[src/logic/sar_adc_pkg.sv]
// Constants and types for the 8-bit successive approximation sequencer.
// Assumes a single 200 MHz clock; the RC oscillator is a separate input, rc_osc.
package sar_adc_pkg;

  // Register offsets on the plain register port
  localparam logic [2:0] OFS_CTRL   = 3'h0;
  localparam logic [2:0] OFS_CFG    = 3'h1;
  localparam logic [2:0] OFS_RESULT = 3'h2;
  localparam logic [2:0] OFS_FLAGS  = 3'h3;
  localparam logic [2:0] OFS_ENABLE = 3'h4;
  localparam logic [2:0] OFS_CORE   = 3'h5;

  // Field positions
  localparam int DONE_BIT  = 6;
  localparam int GIE_BIT   = 7;
  localparam int SLEEP_BIT = 0;
  localparam int REF_BIT   = 0;

  // Clock select codes
  localparam logic [1:0] CLK_DIV2  = 2'h0;
  localparam logic [1:0] CLK_DIV8  = 2'h1;
  localparam logic [1:0] CLK_DIV32 = 2'h2;
  localparam logic [1:0] CLK_RC    = 2'h3;

  // Half bit period in clock cycles per clock select
  localparam logic [4:0] HALF_DIV2  = 5'h01;
  localparam logic [4:0] HALF_DIV8  = 5'h04;
  localparam logic [4:0] HALF_DIV32 = 5'h10;

  // Sequence counts in half bit periods
  localparam logic [4:0] HALF_FIRST  = 5'h03;
  localparam logic [4:0] HALF_TOTAL  = 5'h13;
  localparam logic [4:0] HALF_ABORT  = 5'h04;
  // One instruction cycle in clock cycles
  localparam logic [2:0] INSTR_CLKS  = 3'h4;

  // Reset values
  localparam logic [7:0] RESULT_RESET = 8'h00;
  localparam logic [7:0] DAC_RESET    = 8'h00;

  typedef struct packed {
    logic [1:0] clk_sel;
    logic [2:0] chan;
    logic       go;
    logic       unused;
    logic       power;
  } ctrl_t;

  localparam ctrl_t CTRL_RESET = 8'h00;

  typedef enum {
    ST_OFF, ST_ACQ, ST_RC_WAIT, ST_CONV, ST_ABORT
  } conv_state_t;

endpackage

[src/logic/sar_adc_sequencer.sv]
// Sequencer, register file and interrupt logic of the 8-bit converter.
// Assumes an external comparator, trial DAC, input mux and sample-hold.
// Overview of operation
// (RULE_01) Successive approximation, result into result register
// (RULE_02) Inputs muxed into one sample-hold
// (RULE_03) Channel field picks the muxed input
// (RULE_04) Software waits settling after channel change
// (RULE_05) Reference field picks supply or external pin
// (RULE_06) Clock codes: 2, 8, 32 periods, RC
// (RULE_07) Conversion lasts nine and a half bit periods
// (RULE_08) Software picks legal clock; RC for sleep
// (RULE_09) Done flag always set; enable gates interrupt
// (RULE_10) Software clears the done flag
// (RULE_11) Interrupt works awake and asleep; wakes device
// (RULE_12) After wake, one instruction, then maybe handler
// (RULE_13) Power bit on; start bit begins conversion
// (RULE_14) Completion clears start, sets flag, loads result
// (RULE_15) Abort keeps result; reacquire after two periods
// (RULE_16) RC clock waits one instruction before start
// (RULE_17) Reset powers off and clears control fields
//
// Design decisions made here: the plain strobed port and the register offsets.
`timescale 1ns/1ps
module sar_adc_sequencer (
  input  wire logic       clock,
  input  wire logic       rstn,
  input  wire logic [2:0] addr,
  input  wire logic [7:0] wdata,
  input  wire logic       wr_en,
  input  wire logic       rd_en,
  output logic      [7:0] rdata,
  input  wire logic       cmp_in,
  input  wire logic       rc_osc,
  output logic            irq,
  output logic      [2:0] channel_select,
  output logic            reference_select,
  output logic            converter_power_on,
  output logic            sample_hold,
  output logic      [7:0] dac_code,
  output logic            wake,
  output logic            isr_branch
);

  function automatic logic [4:0] half_len(input logic [1:0] sel);
    case (sel)
      sar_adc_pkg::CLK_DIV2: half_len = sar_adc_pkg::HALF_DIV2;
      sar_adc_pkg::CLK_DIV8: half_len = sar_adc_pkg::HALF_DIV8;
      default:               half_len = sar_adc_pkg::HALF_DIV32;
    endcase
  endfunction

  sar_adc_pkg::ctrl_t       ctrl_q, ctrl_d;
  sar_adc_pkg::conv_state_t st_q, st_d;
  logic [7:0] result_q, result_d;
  logic [7:0] dac_q, dac_d;
  logic [7:0] trial_q, trial_d;
  logic [7:0] rdata_q, rdata_d;
  logic [4:0] half_q, half_d;
  logic [4:0] div_q, div_d;
  logic [2:0] wait_q, wait_d;
  logic [2:0] post_q, post_d;
  logic       ref_q, ref_d;
  logic       flag_q, flag_d;
  logic       en_q, en_d;
  logic       gie_q, gie_d;
  logic       sleep_q, sleep_d;
  logic       irq_q, irq_d;
  logic       hold_q, hold_d;
  logic       wake_q, wake_d;
  logic       isr_q, isr_d;
  logic       cmp_s1, cmp_s2;
  logic       rc_s1, rc_s2, rc_s3;
  logic       tick, finish;
  logic [4:0] k;
  logic [7:0] dac_final;

  always_comb begin
    ctrl_d    = ctrl_q;
    st_d      = st_q;
    result_d  = result_q;
    dac_d     = dac_q;
    trial_d   = trial_q;
    rdata_d   = 8'h00;
    half_d    = half_q;
    div_d     = 5'h00;
    wait_d    = wait_q;
    post_d    = post_q;
    ref_d     = ref_q;
    flag_d    = flag_q;
    en_d      = en_q;
    gie_d     = gie_q;
    sleep_d   = sleep_q;
    wake_d    = 1'b0;
    isr_d     = 1'b0;
    finish    = 1'b0;
    k         = half_q + 5'h01;
    dac_final = dac_q;
    // RULE_06 bit period from clock select
    if (ctrl_q.clk_sel == sar_adc_pkg::CLK_RC) begin
      tick = rc_s2 ^ rc_s3;
    end else begin
      tick = div_q == half_len(ctrl_q.clk_sel) - 5'h01;
    end
    if (wr_en) begin
      case (addr)
        sar_adc_pkg::OFS_CTRL: begin
          ctrl_d = sar_adc_pkg::ctrl_t'(wdata);
          ctrl_d.unused = 1'b0;
          // RULE_13 start ignored unless already powered
          if (!ctrl_q.power) begin
            ctrl_d.go = 1'b0;
          end
        end
        sar_adc_pkg::OFS_CFG: ref_d = wdata[sar_adc_pkg::REF_BIT];
        sar_adc_pkg::OFS_FLAGS: begin
          if (wdata[sar_adc_pkg::DONE_BIT]) begin
            flag_d = 1'b0;
          end
        end
        sar_adc_pkg::OFS_ENABLE: en_d = wdata[sar_adc_pkg::DONE_BIT];
        sar_adc_pkg::OFS_CORE: begin
          gie_d   = wdata[sar_adc_pkg::GIE_BIT];
          sleep_d = wdata[sar_adc_pkg::SLEEP_BIT];
        end
        default: ;
      endcase
    end
    case (st_q)
      sar_adc_pkg::ST_OFF: begin
        if (ctrl_d.power) begin
          st_d = sar_adc_pkg::ST_ACQ;
        end
      end
      sar_adc_pkg::ST_ACQ: begin
        // RULE_13 start bit begins conversion
        if (ctrl_d.go) begin
          half_d  = 5'h00;
          trial_d = 8'h00;
          wait_d  = sar_adc_pkg::INSTR_CLKS;
          // RULE_16 extra instruction on RC
          if (ctrl_d.clk_sel == sar_adc_pkg::CLK_RC) begin
            st_d = sar_adc_pkg::ST_RC_WAIT;
          end else begin
            st_d = sar_adc_pkg::ST_CONV;
          end
        end
      end
      sar_adc_pkg::ST_RC_WAIT: begin
        if (!ctrl_d.go) begin
          st_d   = sar_adc_pkg::ST_ABORT;
          half_d = 5'h00;
        end else if (wait_q == 3'h1) begin
          st_d = sar_adc_pkg::ST_CONV;
        end else begin
          wait_d = wait_q - 3'h1;
        end
      end
      sar_adc_pkg::ST_CONV: begin
        // RULE_15 cleared start aborts, result kept
        if (!ctrl_d.go) begin
          st_d   = sar_adc_pkg::ST_ABORT;
          half_d = 5'h00;
        end else begin
          div_d = tick ? 5'h00 : div_q + 5'h01;
          if (tick) begin
            half_d = k;
            // RULE_01 trial bits from the top down
            if (k == sar_adc_pkg::HALF_FIRST) begin
              dac_d   = 8'h80;
              trial_d = 8'h80;
            end else if (k > sar_adc_pkg::HALF_FIRST && k[0]) begin
              if (!cmp_s2) begin
                dac_final = dac_q & ~trial_q;
              end
              dac_d   = dac_final | (trial_q >> 1);
              trial_d = trial_q >> 1;
            end
            // RULE_07 done after nineteen half periods
            if (k == sar_adc_pkg::HALF_TOTAL) begin
              finish = 1'b1;
              st_d   = sar_adc_pkg::ST_ACQ;
            end
          end
        end
      end
      sar_adc_pkg::ST_ABORT: begin
        ctrl_d.go = 1'b0;
        div_d     = tick ? 5'h00 : div_q + 5'h01;
        // RULE_15 two period delay, then acquire
        if (tick) begin
          half_d = k;
          if (k == sar_adc_pkg::HALF_ABORT) begin
            st_d = sar_adc_pkg::ST_ACQ;
          end
        end
      end
      default: st_d = sar_adc_pkg::ST_OFF;
    endcase
    // RULE_14 completion clears start, flags, loads
    if (finish) begin
      ctrl_d.go = 1'b0;
      result_d  = dac_final;
      // RULE_09 flag set regardless of enable
      flag_d    = 1'b1;
    end
    if (!ctrl_d.power) begin
      st_d      = sar_adc_pkg::ST_OFF;
      ctrl_d.go = 1'b0;
    end
    // RULE_02 hold while converting
    hold_d = st_d == sar_adc_pkg::ST_CONV;
    // RULE_09 enable alone gates the request
    irq_d  = flag_q & en_q;
    // RULE_11 enabled interrupt wakes from sleep
    if (sleep_q && irq_q) begin
      sleep_d = 1'b0;
      wake_d  = 1'b1;
      post_d  = sar_adc_pkg::INSTR_CLKS;
    end else if (post_q != 3'h0) begin
      post_d = post_q - 3'h1;
      // RULE_12 handler only after next instruction
      isr_d  = post_q == 3'h1 && gie_q;
    end
    if (rd_en) begin
      case (addr)
        sar_adc_pkg::OFS_CTRL:   rdata_d = ctrl_q;
        sar_adc_pkg::OFS_CFG:    rdata_d[sar_adc_pkg::REF_BIT] = ref_q;
        sar_adc_pkg::OFS_RESULT: rdata_d = result_q;
        sar_adc_pkg::OFS_FLAGS:  rdata_d[sar_adc_pkg::DONE_BIT] = flag_q;
        sar_adc_pkg::OFS_ENABLE: rdata_d[sar_adc_pkg::DONE_BIT] = en_q;
        sar_adc_pkg::OFS_CORE: begin
          rdata_d[sar_adc_pkg::GIE_BIT]   = gie_q;
          rdata_d[sar_adc_pkg::SLEEP_BIT] = sleep_q;
        end
        default: ;
      endcase
    end
  end

  // RULE_17 reset powers off and clears fields
  always_ff @(posedge clock or negedge rstn) begin
    if (!rstn) begin
      ctrl_q   <= sar_adc_pkg::CTRL_RESET;
      st_q     <= sar_adc_pkg::ST_OFF;
      result_q <= sar_adc_pkg::RESULT_RESET;
      dac_q    <= sar_adc_pkg::DAC_RESET;
      trial_q  <= 8'h00;
      rdata_q  <= 8'h00;
      half_q   <= 5'h00;
      div_q    <= 5'h00;
      wait_q   <= 3'h0;
      post_q   <= 3'h0;
      ref_q    <= 1'b0;
      flag_q   <= 1'b0;
      en_q     <= 1'b0;
      gie_q    <= 1'b0;
      sleep_q  <= 1'b0;
      irq_q    <= 1'b0;
      hold_q   <= 1'b0;
      wake_q   <= 1'b0;
      isr_q    <= 1'b0;
      cmp_s1   <= 1'b0;
      cmp_s2   <= 1'b0;
      rc_s1    <= 1'b0;
      rc_s2    <= 1'b0;
      rc_s3    <= 1'b0;
    end else begin
      ctrl_q   <= ctrl_d;
      st_q     <= st_d;
      result_q <= result_d;
      dac_q    <= dac_d;
      trial_q  <= trial_d;
      rdata_q  <= rdata_d;
      half_q   <= half_d;
      div_q    <= div_d;
      wait_q   <= wait_d;
      post_q   <= post_d;
      ref_q    <= ref_d;
      flag_q   <= flag_d;
      en_q     <= en_d;
      gie_q    <= gie_d;
      sleep_q  <= sleep_d;
      irq_q    <= irq_d;
      hold_q   <= hold_d;
      wake_q   <= wake_d;
      isr_q    <= isr_d;
      cmp_s1   <= cmp_in;
      cmp_s2   <= cmp_s1;
      rc_s1    <= rc_osc;
      rc_s2    <= rc_s1;
      rc_s3    <= rc_s2;
    end
  end

  assign rdata              = rdata_q;
  assign irq                = irq_q;
  // RULE_03 channel field drives the mux
  assign channel_select     = ctrl_q.chan;
  // RULE_05 reference select to the reference switch
  assign reference_select   = ref_q;
  assign converter_power_on = ctrl_q.power;
  assign sample_hold        = hold_q;
  assign dac_code           = dac_q;
  assign wake               = wake_q;
  assign isr_branch         = isr_q;

  // Cycles spent in conversion, for checking
  logic [8:0] cyc_q;
  always_ff @(posedge clock or negedge rstn) begin
    if (!rstn) begin
      cyc_q <= 9'h000;
    end else begin
      cyc_q <= st_q == sar_adc_pkg::ST_CONV ? cyc_q + 9'h001 : 9'h000;
    end
  end
endmodule // sar_adc_sequencer

[config.mk]
export PLATFORM = sky130hd
export DESIGN_NAME = sar_adc_sequencer
export DESIGN_NICKNAME = d
export VERILOG_FILES = /design/src/logic/sar_adc_pkg.sv /design/src/logic/sar_adc_sequencer.sv
export SDC_FILE = /design/constraint.sdc
export NUM_CORES = 1
export LEC_CHECK = 0
export BUFFER_PORTS_ARGS = -buffer_cell sky130_fd_sc_hd__clkbuf_2
export CORE_MARGIN = 1
export CORE_UTILIZATION = 35
export CTS_CLUSTER_SIZE = 10
export DETAILED_ROUTE_END_ITERATION = 7
export GPL_TIMING_DRIVEN = 0
export HOLD_SLACK_MARGIN = 0.06
export MAX_ROUTING_LAYER = met4
export PLACE_DENSITY_LB_ADDON = 0.2
export REMOVE_ABC_BUFFERS = 1
export SLEW_MARGIN = 20
export SYNTH_ARGS = -nofsm -noshare
export SYNTH_HDL_FRONTEND = slang
export SYNTH_SLANG_ARGS = --single-unit
[constraint.sdc]
create_clock -name clock -period 3.2 [get_ports clock]
set_input_delay 0.64 -clock clock [delete_from_list [all_inputs] [get_ports clock]]
set_output_delay 0.64 -clock clock [all_outputs]
set_load 0.005 [all_outputs]
# Yosys cells after proc, flatten, opt, wreduce, memory -nomap -nowiden
# Index checks and enable logic that the tools add are counted.
# W data, S select, Z words.
# classes
n_addsub,5
order_cmp,1
n_eq_ne,26
muxes,72
bitwise_logic,5
n_reduce_logical,27
# op_table
cell,n
$mux W32,9
$mux W8,21
$pmux W32 S5,1
$eq A32 B2 Y1 const B,2
$eq A32 B3 Y1 const B,2
$mux W5,7
$eq A32 B1 Y1 const B,1
$logic_not A32 Y1,1
$pmux W5 S2,3
$mux W1,20
$pmux W5 S4,1
$reduce_bool A2 Y1,9
$pmux W8 S2,1
$mux W3,5
$ne A2 B2 Y1 const B,6
$add A5 B1 Y5 const B,2
$reduce_and A2 Y1,5
$eq A3 B1 Y1 const B,3
$and A8 B8 Y8,1
$not A8 Y8,1
$or A8 B7 Y8,1
$pmux W1 S4,2
$reduce_and A4 Y1,2
$eq A3 B2 Y1 const B,2
other kinds (22),28
# word_totals
regBits,101
inputBits,17
output_inout_bits,25
wordCells,163

# Longest topological paths before layout
# depth
ltp_word,14
ltp_mapped,9
mapped_depth_nobuf,8

# Worst setup path after synthesis
# OpenSTA, ideal clock, no wires.
# synth_timing
path_type,register to register
startpoint,register ctrl_q[7] in the netlist's numbering
endpoint,register result_q[0]
setup_ns,0.125
arrival_time_ns,2.490
t_required_ns,3.075
path_slack_ns,0.585
stages_incl_launch_ff,8
path_cell_list,dfrtp_1 or2_2 ha_1 xor2_1 a211oi_2 o22ai_2 nor4b_4 mux2_2
# synth_between
elab_chain_len,9
word_cells_on_any_way,14
# synth_lines
item,line_no,text
"start, declared",sar_adc_sequencer.sv:52,"sar_adc_pkg::ctrl_t ctrl_q, ctrl_d;"
"start signal, assigned",sar_adc_sequencer.sv:243,ctrl_q <= sar_adc_pkg::CTRL_RESET;
"start signal, assigned",sar_adc_sequencer.sv:268,ctrl_q <= ctrl_d;
$eq A2 B1 Y1 or $logic_not A2 Y1 (tied branches),sar_adc_sequencer.sv:45,case (sel)
$pmux W5 S2,sar_adc_sequencer.sv:45,
$mux W5,sar_adc_sequencer.sv:99,if (ctrl_q.clk_sel == sar_adc_pkg::CLK_RC) begin
$sub A5 B1 Y5,sar_adc_sequencer.sv:102,tick = div_q == half_len(ctrl_q.clk_sel) - 5'h01;
$eq A5 B5 Y1,sar_adc_sequencer.sv:102,
$mux W1 *,sar_adc_sequencer.sv:99,
$mux W8 or $mux W1 (tied branches),sar_adc_sequencer.sv:165,if (tick) begin
$mux W8 or $mux W1 (tied branches),sar_adc_sequencer.sv:160,if (!ctrl_d.go) begin
$mux W8 or $mux W1 (tied branches),sar_adc_sequencer.sv:128,case (st_q)
"end signal, assigned",sar_adc_sequencer.sv:245,result_q <= sar_adc_pkg::RESULT_RESET;
"end signal, assigned",sar_adc_sequencer.sv:270,result_q <= result_d;
"end, declared",sar_adc_sequencer.sv:54,"logic [7:0] result_q, result_d;"
# Mark *: on every way between the ends. The rest lies on a longest branch, timed or not. The select of a mux whose other input is x is not followed.
# A chain may end at the register's enable or synchronous reset.

# Worst setup path after layout
# layout_timing
startpoint,register ctrl_q[7] in the netlist's numbering
endpoint,register result_q[1]
# The elaborated chain is that of the path after synthesis.

==> impl_metrics.sql <==
INSERT INTO impl_metrics (metric_group, metric, value, unit) VALUES
('outcome', 'run_status', 'finished clean', ''),
('yosys', 'ys_seq_area_share', '56.4', '%'),
('global_routing', 'globalRoute.totalOverflow', '0', ''),
('sta', 'final.setup.tns', '0', 'ns'),
('yosys', 'synthCells', '395', ''),
('worst_setup_path', 'timing.reg2reg.setup_slack', '0.24', 'ns'),
('yosys', 'synth_seq_cells', '101', ''),
('drt', 'detailroute.via_count', '3043', ''),
('yosys', 'flip_flop_cell_with_the_highest_count_after_synthesis', 'sky130_fd_sc_hd__dfrtp_1', ''),
('sta', 'drv_slew', '0', ''),
('worst_setup_path', 'r2r.worst_path.cells', '7', ''),
('global_routing', 'grt_pass1_wl', '15000', 'um'),
('yosys', 'syn_area', '0.00448', 'mm^2'),
('global_routing', 'grt_max_degree', '53', ''),
('power_and_ir_drop', 'part_of_the_total_power_dissipated_in_combinational_logic', '7.6', '%'),
('sta', 'final.period_utilization', '92.4', '%'),
('place', 'dp_cells', '618', ''),
('drt', 'ant_nets', '0', ''),
('drt', 'post_drt_wl_per_cell', '14.1', 'um'),
('power_and_ir_drop', 'relative_contribution_of_the_clock_network_to_total_power', '39.0', '%'),
('finish', 'final_layout_size_suffix_gt1_share', '18.8', '%'),
('worst_setup_path', 'regToRegStartpoint', 'ctrl_q[7]', ''),
('worst_setup_path', 'r2r-end', 'result_q[1]', ''),
('finish', 'fillerInstances', '1197', ''),
('power_and_ir_drop', 'power_report.internal_total', '1940', 'uW'),
('yosys', 'synth_commonest_cells', 'sky130_fd_sc_hd__dfrtp_1, sky130_fd_sc_hd__nand2_1, sky130_fd_sc_hd__nor2_1', ''),
('power_and_ir_drop', 'vdd.ir_drop.worst', '0.254', 'mV'),
('floorplanning', 'dieHeight', '115', 'um'),
('global_routing', 'number_of_antenna_violations_at_the_first_check_in_global_routing', '0', ''),
('floorplanning', 'dieArea', '0.0133', 'mm^2'),
('global_routing', 'gr-usage-all-layers', '15.1', '%'),
('finish', 'stdcell_count', '635', ''),
('place', 'portBuffers', '40', ''),
('yosys', 'yosysUniqueCellTypes', '57', ''),
('drt', 'detail_route.wirelength', '8980', 'um'),
('yosys', 'synthArstFlopShare', '100', '%'),
('yosys', 'synth.avg_cell_area', '11.3', 'um^2'),
('sta', 'grt_setup_unrepaired', 'false', ''),
('sta', 'fmax_achieved', '0.338', 'GHz'),
('clock_network', 'cts_resized', '0', ''),
('yosys', 'yosysMostFrequentCell', 'sky130_fd_sc_hd__dfrtp_1', ''),
('clock_network', 'cts_tree', 'yes', ''),
('finish', 'flow.area_growth_from_synthesis', '17.3', '%'),
('yosys', 'leading_cell_types_by_total_area_after_synthesis', 'sky130_fd_sc_hd__dfrtp_1, sky130_fd_sc_hd__mux2_2, sky130_fd_sc_hd__nand2_1', ''),
('sta', 'timing.final.crit_period', '2.96', 'ns'),
('sta', 'fin_worst_skew', '0.00551', 'ns'),
('worst_hold_path', 'hold_path.class', 'in2async', ''),
('power_and_ir_drop', 'sequentialPowerShare', '53.4', '%'),
('global_routing', 'first_global_vias', '3042', ''),
('worst_setup_path', 'worst_path_class_setup', 'reg2reg', ''),
('worst_setup_path', 'worst_setup_ep_type', 'register', ''),
('worst_setup_path', 'start_kind', 'register', ''),
('drt', 'detail_route.vias_per_cell', '4.79', ''),
('power_and_ir_drop', 'switchingPower', '622', 'uW'),
('floorplanning', 'placementRows', '40', ''),
('drt', 'detailed_routing_iteration_count_for_the_pre_antenna_repair_pass', '4', ''),
('power_and_ir_drop', 'p_leak', '0.00242', 'uW'),
('clock_network', 'tritoncts_num_sinks', '101', ''),
('worst_setup_path', 'crit_arrival', '3.18', 'ns'),
('power_and_ir_drop', 'power.density', '488', 'mW/mm^2'),
('finish', 'antenna_fix_cells', '0', ''),
('yosys', 'synthDominantAreaCellType', 'sky130_fd_sc_hd__dfrtp_1', ''),
('place', 'routabilityCongestion', '0.858', ''),
('yosys', 'synth_enable_flop_cells', '0', ''),
('drt', 'remaining_drc_errors', '0', ''),
('clock_network', 'cts_inserted_buffers', '9', ''),
('floorplanning', 'design.core.area', '0.0123', 'mm^2'),
('clock_network', 'clock_insertion_delay_worst_skew', '0.34', 'ns'),
('clock_network', 'ctsRootBufferMaster', 'sky130_fd_sc_hd__clkbuf_16', ''),
('sta', 'timing.max_slew.rel_slack', '51.3', '%'),
('floorplanning', 'die_width', '115', 'um');
==> routing by layer <==
| layer | up-vias | part of all wire, % | track usage [%] |
|---|---|---|---|
| li1 | 1501 | - | - |
| met1 | 1496 | 49 | 20.0 |
| met2 | 42 | 48 | 23.3 |
| met3 | 4 | 2.8 | 3.69 |
| met4 | 0 | 0.51 | 3.72 |
| met5 | - | 0 | - |
==> metrics by stage <==
stage / power (uW) / hold slack, ns / setup WS [ns] / util [%] / area [um^2]
finish: 2560 / 0.243 / 0.244 / 42.9 / 5260
global placement: 1580 / 0.333 / -0.518 / 40.2 / 4930
CTS: 2600 / 0.256 / 0.214 / 42.8 / 5250
detailed placement: 1590 / 0.340 / -0.570 / 40.5 / 4970
global route: 2680 / 0.253 / 0.00578 / 42.9 / 5260
floorplan: 1490 / 0.331 / 0.400 / - / 4520
==> area by class of cell <==
type / count / area (um^2) / share of cell area [%]
Timing Repair Buffer: 42 / 244 / 4.64
Clock buffer: 9 / 225 / 4.28
Inverter: 10 / 37.5 / 0.714
Sequential cell: 101 / 2530 / 48.1
Multi-Input combinational cell: 298 / 1960 / 37.3
Tap cell: 168 / 210 / 4.00
Clock inverter: 7 / 51.3 / 0.976
==> power by group through the flow <==
stage               Sequential (uW)  Clock (uW)  Combinational, uW
floorplan                      1380           0                109
global placement               1390           0                188
detailed placement             1390           0                197
CTS                            1370        1030                198
global route                   1380        1090                220
finish                         1370        1000                195
==> critical path: stages (launching register included) <==
cell and delay [ns]:
sky130_fd_sc_hd__dfrtp_1 0.47, sky130_fd_sc_hd__or2_2 0.33, sky130_fd_sc_hd__ha_1 0.22, sky130_fd_sc_hd__xor2_1 0.19
sky130_fd_sc_hd__a211oi_2 0.26, sky130_fd_sc_hd__o22ai_2 0.27, sky130_fd_sc_hd__nor4b_4 0.69, sky130_fd_sc_hd__mux2_2 0.40
==> cells by family after synthesis <==
family,synth area share (%)
buf+inv,2.29
compound gates,9.22
simple gates,20.2
mux,6.51
other cells,0.0837
xor+xnor,2.54
fa+ha+maj,2.79
flops,56.4
==> worst max-delay path by stage <==
stage / startpoint / end / cells past startpoint
3_3_place_gp: addr[1] / trial_q[7] / 7
6_report: ctrl_q[7] / result_q[1] / 7
5_1_grt: ctrl_q[7] / result_q[1] / 7
3_5_place_dp: addr[1] / trial_q[7] / 7
4_1_cts: half_q[0] / trial_q[1] / 7
2_1_floorplan: addr[1] / result_q[0] / 5
==> state kept, by name, indices dropped and copies added, names as in the netlist, 3 cells and up <==
name	flops
wait_q	3
trial_q	8
dac_code	8
result_q	8
channel_select	3
div_q	5
rdata	8
ctrl_q	3
st_q	32
post_q	3
half_q	5
==> layout by cell type, fill, tap and decap left out, types with 9 or more instances in the layout <==
cell / n
sky130_fd_sc_hd__clkbuf_16: 9
sky130_fd_sc_hd__o21ai_0: 14
sky130_fd_sc_hd__dfrtp_1: 101
sky130_fd_sc_hd__ha_1: 10
sky130_fd_sc_hd__mux2i_1: 10
sky130_fd_sc_hd__a21oi_1: 17
sky130_fd_sc_hd__nand3_1: 24
sky130_fd_sc_hd__conb_1: 29
sky130_fd_sc_hd__nand2_1: 37
sky130_fd_sc_hd__nor2_1: 35
sky130_fd_sc_hd__clkbuf_2: 39
sky130_fd_sc_hd__inv_1: 10
sky130_fd_sc_hd__mux2_2: 17
sky130_fd_sc_hd__nor4_1: 10
==> repair_timing <==
item	CTS	global route
hold buffers	0	0
setup buffers	1	0
setup endpoints to repair	18	0
No activity file was read; power rests on OpenSTA's default activity.
